File: src/hsps_consts.svh
`ifndef HSPS_CONSTS_SVH
`define HSPS_CONSTS_SVH

// Register byte offsets.
`define HSPS_OFS_STATUS  8'h00
`define HSPS_OFS_CTRL    8'h04
`define HSPS_OFS_MASK    8'h08

// Status and mask bit positions.
`define HSPS_BIT_SYSERR  4
`define HSPS_BIT_DATA    3
`define HSPS_BIT_FRAME_SYNC_ERROR   2
`define HSPS_BIT_SERERR  1
`define HSPS_FILL_LSB    8

// Control bit positions.
`define HSPS_BIT_DIR     0
`define HSPS_BIT_LATEFS  1
`define HSPS_WLEN_LSB    4

// Buffer fill encodings and depth.
`define HSPS_FILL_EMPTY  2'h0
`define HSPS_FILL_PART   2'h2
`define HSPS_FILL_FULL   2'h3
`define HSPS_DEPTH       2'h2

// Reset values.
`define HSPS_RST_WLEN    5'h0f

`endif

File: src/hsps_pkg.sv
package hsps_pkg;

  // Frame checker states.
  typedef enum logic {HSPS_FS_IDLE, HSPS_FS_RUN} hsps_fs_state_t;

  // Frame checker state.
  typedef struct packed {
    hsps_fs_state_t state;
    logic           fs_d;
    logic [5:0]     remain;
    logic [5:0]     fs_len;
    logic           fs_err;
    logic           word_done;
  } hsps_fs_regs_t;

  // Status block state.
  typedef struct packed {
    logic [2:0]  fs_pipe;
    logic        fs_level;
    logic [1:0]  level;
    logic        dir;
    logic        late_fs;
    logic [4:0]  word_len;
    logic        sys_err;
    logic        fs_err;
    logic        ser_err;
    logic [2:0]  mask;
    logic [31:0] rdata;
    logic        irq;
  } hsps_regs_t;

endpackage

File: src/hsps_status.sv
// The strobed register port and the address map are this design's own decisions.
`timescale 1ns/1ps
`default_nettype none
`include "hsps_consts.svh"

// How it works
// - Bits 9:8 show buffer fill: 0 empty, 2 partial, 3 full.
// - In transmit, a system write into a full buffer sets bit 4.
// - In receive, a system read from an empty buffer sets bit 4.
// - Bit 4 stays set until software writes one to it.
// - Bit 3 reads zero when transmit is full or receive is empty.
// - Bit 3 reads one when transmit has room or receive has data.
// - Frame sync errors and buffer over or underflow are both reported.
// - Bit 2 flags a sync inside a frame or a short late sync.
// - Bit 1 flags serial underflow or overflow; cleared by writing one.

module hsps_status
  import hsps_pkg::*;
(
  // Clock and reset.
  input  wire logic        clk,
  input  wire logic        reset_n,
  // Register port.
  input  wire logic [7:0]  addr,
  input  wire logic [31:0] wdata,
  input  wire logic        wr,
  input  wire logic        rd,
  output var  logic [31:0] rdata,
  // System side buffer traffic.
  input  wire logic        sys_wr_word,
  input  wire logic        sys_rd_word,
  // Serial side.
  input  wire logic        fs_pin,
  input  wire logic        bit_tick,
  // Interrupt.
  output var  logic        irq
);

  hsps_regs_t r;
  hsps_regs_t next_r;
  logic       fs_err_pulse;
  logic       word_done;
  logic       wr_stat;
  logic       wr_ctrl;
  logic       wr_mask;
  logic       sys_ovf;
  logic       sys_unf;
  logic       ser_unf;
  logic       ser_ovf;
  logic       push;
  logic       pop;

  // Maps the buffer level to its fill encoding.
  function automatic logic [1:0] fill_code(input logic [1:0] lvl);
    logic [1:0] code;
    code = `HSPS_FILL_PART;
    if (lvl == 2'h0) begin
      code = `HSPS_FILL_EMPTY;
    end else if (lvl == `HSPS_DEPTH) begin
      code = `HSPS_FILL_FULL;
    end
    return code;
  endfunction

  // Bit 3: room to write in transmit, data to read in receive.
  function automatic logic data_flag(input logic d, input logic [1:0] lvl);
    return d ? (lvl != `HSPS_DEPTH) : (lvl != 2'h0);
  endfunction

  // Frame bit counting and sync checks.
  hsps_fs_check u_fs_check (
    .clk       (clk),
    .reset_n   (reset_n),
    .fs        (r.fs_level),
    .bit_tick  (bit_tick),
    .word_len  (r.word_len),
    .late_fs   (r.late_fs),
    .fs_err    (fs_err_pulse),
    .word_done (word_done)
  );

  // Register decode.
  assign wr_stat = wr && (addr == `HSPS_OFS_STATUS);
  assign wr_ctrl = wr && (addr == `HSPS_OFS_CTRL);
  assign wr_mask = wr && (addr == `HSPS_OFS_MASK);

  // Error events of both sides, chosen by direction.
  assign sys_ovf = r.dir && sys_wr_word && (r.level == `HSPS_DEPTH);
  assign sys_unf = !r.dir && sys_rd_word && (r.level == 2'h0);
  assign ser_unf = r.dir && word_done && (r.level == 2'h0);
  assign ser_ovf = !r.dir && word_done && (r.level == `HSPS_DEPTH);

  // Accepted buffer moves; an erroring move does not change the level.
  assign push = r.dir ? (sys_wr_word && !sys_ovf) : (word_done && !ser_ovf);
  assign pop  = r.dir ? (word_done && !ser_unf) : (sys_rd_word && !sys_unf);

  // Next state of the whole block.
  always_comb begin
    next_r = r;

    // Three stage pin sync; a change counts once stages two and three agree.
    next_r.fs_pipe = {r.fs_pipe[1:0], fs_pin};
    if (r.fs_pipe[1] == r.fs_pipe[2]) begin
      next_r.fs_level = r.fs_pipe[2];
    end

    // Live buffer level, never touched by register writes.
    next_r.level = r.level + {1'b0, push} - {1'b0, pop};

    // Sticky flags: a set in the same cycle as a clear wins.
    next_r.sys_err = (r.sys_err && !(wr_stat && wdata[`HSPS_BIT_SYSERR]))
                     || sys_ovf || sys_unf;
    next_r.fs_err = (r.fs_err && !(wr_stat && wdata[`HSPS_BIT_FRAME_SYNC_ERROR]))
                    || fs_err_pulse;
    next_r.ser_err = (r.ser_err && !(wr_stat && wdata[`HSPS_BIT_SERERR]))
                     || ser_unf || ser_ovf;

    // Control and mask registers.
    if (wr_ctrl) begin
      next_r.dir = wdata[`HSPS_BIT_DIR];
      next_r.late_fs = wdata[`HSPS_BIT_LATEFS];
      next_r.word_len = wdata[`HSPS_WLEN_LSB +: 5];
    end
    if (wr_mask) begin
      next_r.mask = {wdata[`HSPS_BIT_SYSERR], wdata[`HSPS_BIT_FRAME_SYNC_ERROR],
                     wdata[`HSPS_BIT_SERERR]};
    end

    // Read data stands only in the cycle after the read strobe.
    next_r.rdata = 32'h0000_0000;
    if (rd) begin
      case (addr)
        `HSPS_OFS_STATUS: begin
          next_r.rdata[`HSPS_FILL_LSB +: 2] = fill_code(r.level);
          next_r.rdata[`HSPS_BIT_SYSERR] = r.sys_err;
          next_r.rdata[`HSPS_BIT_DATA] = data_flag(r.dir, r.level);
          next_r.rdata[`HSPS_BIT_FRAME_SYNC_ERROR] = r.fs_err;
          next_r.rdata[`HSPS_BIT_SERERR] = r.ser_err;
        end
        `HSPS_OFS_CTRL: begin
          next_r.rdata[`HSPS_BIT_DIR] = r.dir;
          next_r.rdata[`HSPS_BIT_LATEFS] = r.late_fs;
          next_r.rdata[`HSPS_WLEN_LSB +: 5] = r.word_len;
        end
        `HSPS_OFS_MASK: begin
          next_r.rdata[`HSPS_BIT_SYSERR] = r.mask[2];
          next_r.rdata[`HSPS_BIT_FRAME_SYNC_ERROR] = r.mask[1];
          next_r.rdata[`HSPS_BIT_SERERR] = r.mask[0];
        end
        default: begin
          next_r.rdata = 32'h0000_0000;
        end
      endcase
    end

    // Level interrupt from the unmasked sticky flags.
    next_r.irq = |({next_r.sys_err, next_r.fs_err, next_r.ser_err} & next_r.mask);
  end

  // State register.
  always_ff @(posedge clk or negedge reset_n) begin
    if (!reset_n) begin
      r <= '0;
      r.word_len <= `HSPS_RST_WLEN;
    end else begin
      r <= next_r;
    end
  end

  assign rdata = r.rdata;
  assign irq = r.irq;

  logic rd_stat;
  logic quiet;
  assign rd_stat = rd && (addr == `HSPS_OFS_STATUS);
  assign quiet = !sys_wr_word && !sys_rd_word && !word_done;
endmodule

`default_nettype wire

File: src/hsps_fs_check.sv
`timescale 1ns/1ps
`default_nettype none

module hsps_fs_check
  import hsps_pkg::*;
(
  // Clock and reset.
  input  wire logic       clk,
  input  wire logic       reset_n,
  // Serial side.
  input  wire logic       fs,
  input  wire logic       bit_tick,
  // Configuration.
  input  wire logic [4:0] word_len,
  input  wire logic       late_fs,
  // Results.
  output var  logic       fs_err,
  output var  logic       word_done
);

  hsps_fs_regs_t r;
  hsps_fs_regs_t next_r;
  logic [5:0]    bits;

  // Word length in bits is the field plus one.
  assign bits = {1'b0, word_len} + 6'h01;

  // Count bits of the frame and the length of the sync pulse.
  always_comb begin
    next_r = r;
    next_r.fs_d = fs;
    next_r.fs_err = 1'b0;
    next_r.word_done = 1'b0;
    if (fs && bit_tick && r.fs_len != 6'h3f) begin
      next_r.fs_len = r.fs_len + 6'h01;
    end
    if (!fs) begin
      next_r.fs_len = 6'h00;
    end
    case (r.state)
      HSPS_FS_IDLE: begin
        if (fs && !r.fs_d) begin
          next_r.state = HSPS_FS_RUN;
          next_r.remain = bits;
        end
      end
      HSPS_FS_RUN: begin
        if (fs && !r.fs_d && r.remain != 6'h00) begin
          next_r.fs_err = 1'b1; // A sync inside a frame.
          next_r.remain = bits;
        end else if (bit_tick) begin
          next_r.remain = r.remain - 6'h01;
          if (r.remain == 6'h01) begin
            next_r.word_done = 1'b1;
            next_r.state = HSPS_FS_IDLE;
          end
        end
      end
      default: begin
        next_r.state = HSPS_FS_IDLE;
      end
    endcase
    if (late_fs && !fs && r.fs_d && r.fs_len < bits) begin
      next_r.fs_err = 1'b1; // A late sync shorter than a word.
    end
  end

  // State register.
  always_ff @(posedge clk or negedge reset_n) begin
    if (!reset_n) begin
      r <= '0;
    end else begin
      r <= next_r;
    end
  end

  assign fs_err = r.fs_err;
  assign word_done = r.word_done;

endmodule

`default_nettype wire

File: config.mk
export PLATFORM = sky130hd
export DESIGN_NAME = hsps_status
export DESIGN_NICKNAME = d
export VERILOG_FILES = /design/src/hsps_pkg.sv /design/src/hsps_status.sv /design/src/hsps_fs_check.sv
export VERILOG_INCLUDE_DIRS = /design/src
export SDC_FILE = /design/constraint.sdc
export NUM_CORES = 1
export LEC_CHECK = 0
export BUFFER_PORTS_ARGS = -buffer_cell sky130_fd_sc_hd__buf_2
export CORE_MARGIN = 4
export CORE_UTILIZATION = 31
export CTS_BUF_LIST = sky130_fd_sc_hd__clkbuf_2 sky130_fd_sc_hd__clkbuf_4 sky130_fd_sc_hd__clkbuf_8
export CTS_CLUSTER_DIAMETER = 100
export CTS_CLUSTER_SIZE = 10
export DETAILED_ROUTE_END_ITERATION = 12
export GPL_TIMING_DRIVEN = 0
export PLACE_DENSITY_LB_ADDON = 0.25
export RECOVER_POWER = 25
export SLEW_MARGIN = 10
export SYNTH_ARGS = -nofsm -noshare
export SYNTH_HDL_FRONTEND = slang
export SYNTH_SLANG_ARGS = --single-unit
File: constraint.sdc
create_clock -name clk -period 2.08 [get_ports clk]
set_input_delay 0.52 -clock clk [delete_from_list [all_inputs] [get_ports clk]]
set_output_delay 0.52 -clock clk [all_outputs]
set_load 0.05 [all_outputs]
==> flow_summary.toml <==
[critical_path]
critPathTopFamily = "compound AO/OA/AOI/OAI gates"
critPathMaxStageDelay_ns = 0.56
crit_slowest_cell = "dfstp_2"
critical_path_required_ns = 2.32
crit_chain = "ha_1, inv_1, ha_1, o21a_1, o21a_1, o21a_1, o211ai_1, a32o_1"
crit_path_start_kind = "register"
critical_path_class = "register to register"
endpoint_kind = "register"
cp_max_fo = 4
cp_num_buf_inv = 1
path_common_cell = "o21a_1"
critical_path_arrival_ns = 2.20

[pwr]
switchingPower_w = 0.000921
powerDensity_nw_per_um2 = 838
ir_drop_mv = 0.347
clock_power_share_pct = 22.2
leakagePower_nw = 1.54
swShare_pct = 35.6
seq_power_share_pct = 44.2
totalPowerFinal_w = 0.00259
internal_power_w = 0.00166
p_comb_share_pct = 33.6

[timing]
clock_skew_ns = 0.00499
tightestPinTransition_ns = 1.14
drv_slew = 0
period_share_pct = 94.5
rsz0062_at_grt = "yes"
setup_viol = 0
max_freq_mhz = 509
relSlewSlack_pct = 23.8
finalHoldViolations = 0
period_minus_slack_ns = 1.97

[place]
io_buffers = 32
gp_congestion = 0.808
dp_hpwl_um = 3830

[cells_and_area]
layout_common_cells = "42 x dfrtp_1, 37 x buf_4, 31 x buf_2, 22 x conb_1"
utilization_pct = 39.1
area_growth_pct = 19.9
fill_cells = 822
nets = 366
multi_input_area_sq_um = 1210
layout_commonest_cell = "dfrtp_1"
antenna_cells = 0
seqCellArea_sq_um = 1160
drive_above_1_share_pct = 31.8

[cts]
h-tree-depth = 2
cts.sinks = 46
cts-root-buf = "clkbuf_8"
cts_buffer_depth = 2
clk_latency_ns = 0.30
cts_tree = "done"
cts_buffers = 5
clk_pin_slew_ns = 0.08

[synthesis]
synth.avg_cell_area_sq_um = 10.6
synth_area_sq_um = 2570
ys_seq_area_share_pct = 44.9
synth_top_area_cell = "dfrtp_1"
syn_inst = 242
synth-seq-cells = 46
synth_top_area_share_pct = 40.8
synthTopCellsByArea = "dfrtp_1 41%, buf_4 9.6%, ha_1 5.3%, dfstp_2 4.1%, mux2i_1 2.3%"
ys_types = 52
yosysWarningCount = 0

[drt]
vias_per_cell = 4.42
route.detailed.drc = 0
routed_wl_um = 4990
wl_per_cell_um = 12.2
drtIter0Drc = 27
vias = 1811
drtPass1Iterations = 4
ant_nets = 0

[global_route]
antenna_found_initial = 0
grt_usage_pct = 10.4
grt_pass1_vias = 1719
grt_max_degree = 47
grt_pass1_wl_um = 8260
overflow = 0

[die]
io_pins = 81
core.rowCount = 32
die_h_um = 99.1
die_w_um = 99.1
core_area_sq_um = 7890
design.die.area_sq_um = 9820
start_util_pct = 32.6

[min_path]
hold_class = "input port to register"

[status]
status = "complete, no violations"

[job]
drv_cap = 0
-- metrics by stage --
step	area, sq um	TNS, ns	std cells	setup WS (ns)	hold slack, ns
after floorplan	2650	0	263	0.219	0.224
after global placement	2940	-0.159	397	-0.114	0.336
after detailed placement	2940	-0.184	397	-0.112	0.335
after CTS	3040	0	405	0.0114	0.314
after global routing	3090	-0.0286	410	-0.0286	0.319
final	3090	0	410	0.114	0.324
-- timing repair --
item,in CTS,in global routing
cloned,0,1
endpoints found under the setup margin,1,6
hold buffers,0,0
buffers inserted,0,4
resized for setup,1,1
-- state kept, by name, indices dropped and copies added (netlist names) --
register and count:
r 17, u_fs_check.r 14, rdata 10, next_r 2, irq 1, u_fs_check.fs_err 1, u_fs_check.word_done 1
-- per-layer routing --
metal / GRT usage [%] / up-vias / part of all wire (%)
li1: - / 920 / -
met1: 14.7 / 841 / 48
met2: 15.9 / 43 / 45
met3: 2.10 / 7 / 5.4
met4: 3.47 / 0 / 1.7
met5: 0 / - / 0
-- final timing paths --
path                                      startpoint                           to  slack [ns]  cells after the start
worst max-delay path               r[40]$_DFFE_PN1P_  u_fs_check.fs_err$_DFF_PN0_        0.11                      8
worst min-delay path                          fs_pin         next_r[50]$_DFF_PN0_        0.32                      1
worst max register to register     r[40]$_DFFE_PN1P_  u_fs_check.fs_err$_DFF_PN0_        0.11                      8
worst min register to register  next_r[50]$_DFF_PN0_         next_r[51]$_DFF_PN0_        0.35                      0
max in group asynchronous                    reset_n           rdata[7]$_DFF_PN0_        0.95                      1
min in group asynchronous                    reset_n              r[47]$_DFF_PN0_        0.43                      1
-- power by group through the flow --
stage	clock network, W	logic, W	registers, W
floorplan	0	0.000653	0.00113
global placement	0	0.000797	0.00115
detailed placement	0	0.000813	0.00116
CTS	0.000595	0.000825	0.00114
global route	0.000625	0.000977	0.00116
finish	0.000575	0.000868	0.00114
-- synthesized netlist by cell type (all sizes together) --
master / number
a21bo: 2
a21boi: 2
a21o: 2
a21oi: 11
a221o: 1
a22oi: 1
a31oi: 2
a32o: 1
a32oi: 1
and2: 8
and3: 2
buf: 33
clkbuf: 3
conb: 1
dfrtp: 42
dfstp: 4
ha: 11
inv: 12
maj3: 1
mux2: 12
mux2i: 6
nand2: 10
nand2b: 3
nand3: 9
nand3b: 1
nand4: 3
nor2: 13
nor2b: 4
nor3: 4
nor3b: 2
nor4: 3
nor4bb: 1
o211ai: 1
o21a: 5
o21ai: 6
o221ai: 1
o22a: 2
o22ai: 2
o32ai: 1
or3: 4
xnor2: 5
xor2: 4
-- area by class of cell --
type                            instances  share of cell area, %
Multi-Input combinational cell        170                   39.3
Inverter                               12                   1.46
Buffer                                 36                   8.39
Clock inverter                          2                  0.406
Tap cell                              102                   4.14
Timing Repair Buffer                   36                   6.16
Clock buffer                            6                   2.68
Sequential cell                        46                   37.5
-- logic make-up (layout without fill, tap and decap cells) --
logic type	Yosys count	after routing	share of synthesized area, %
compound gates	41	41	11.3
xor+xnor	9	9	3.06
mux	18	18	8.02
flops	46	46	44.9
other cells	1	22	0.146
fa+ha+maj	12	12	5.74
buf+inv	48	92	11.8
simple gates	67	68	15.0
Note: power is estimated with default switching activity, not from simulation.
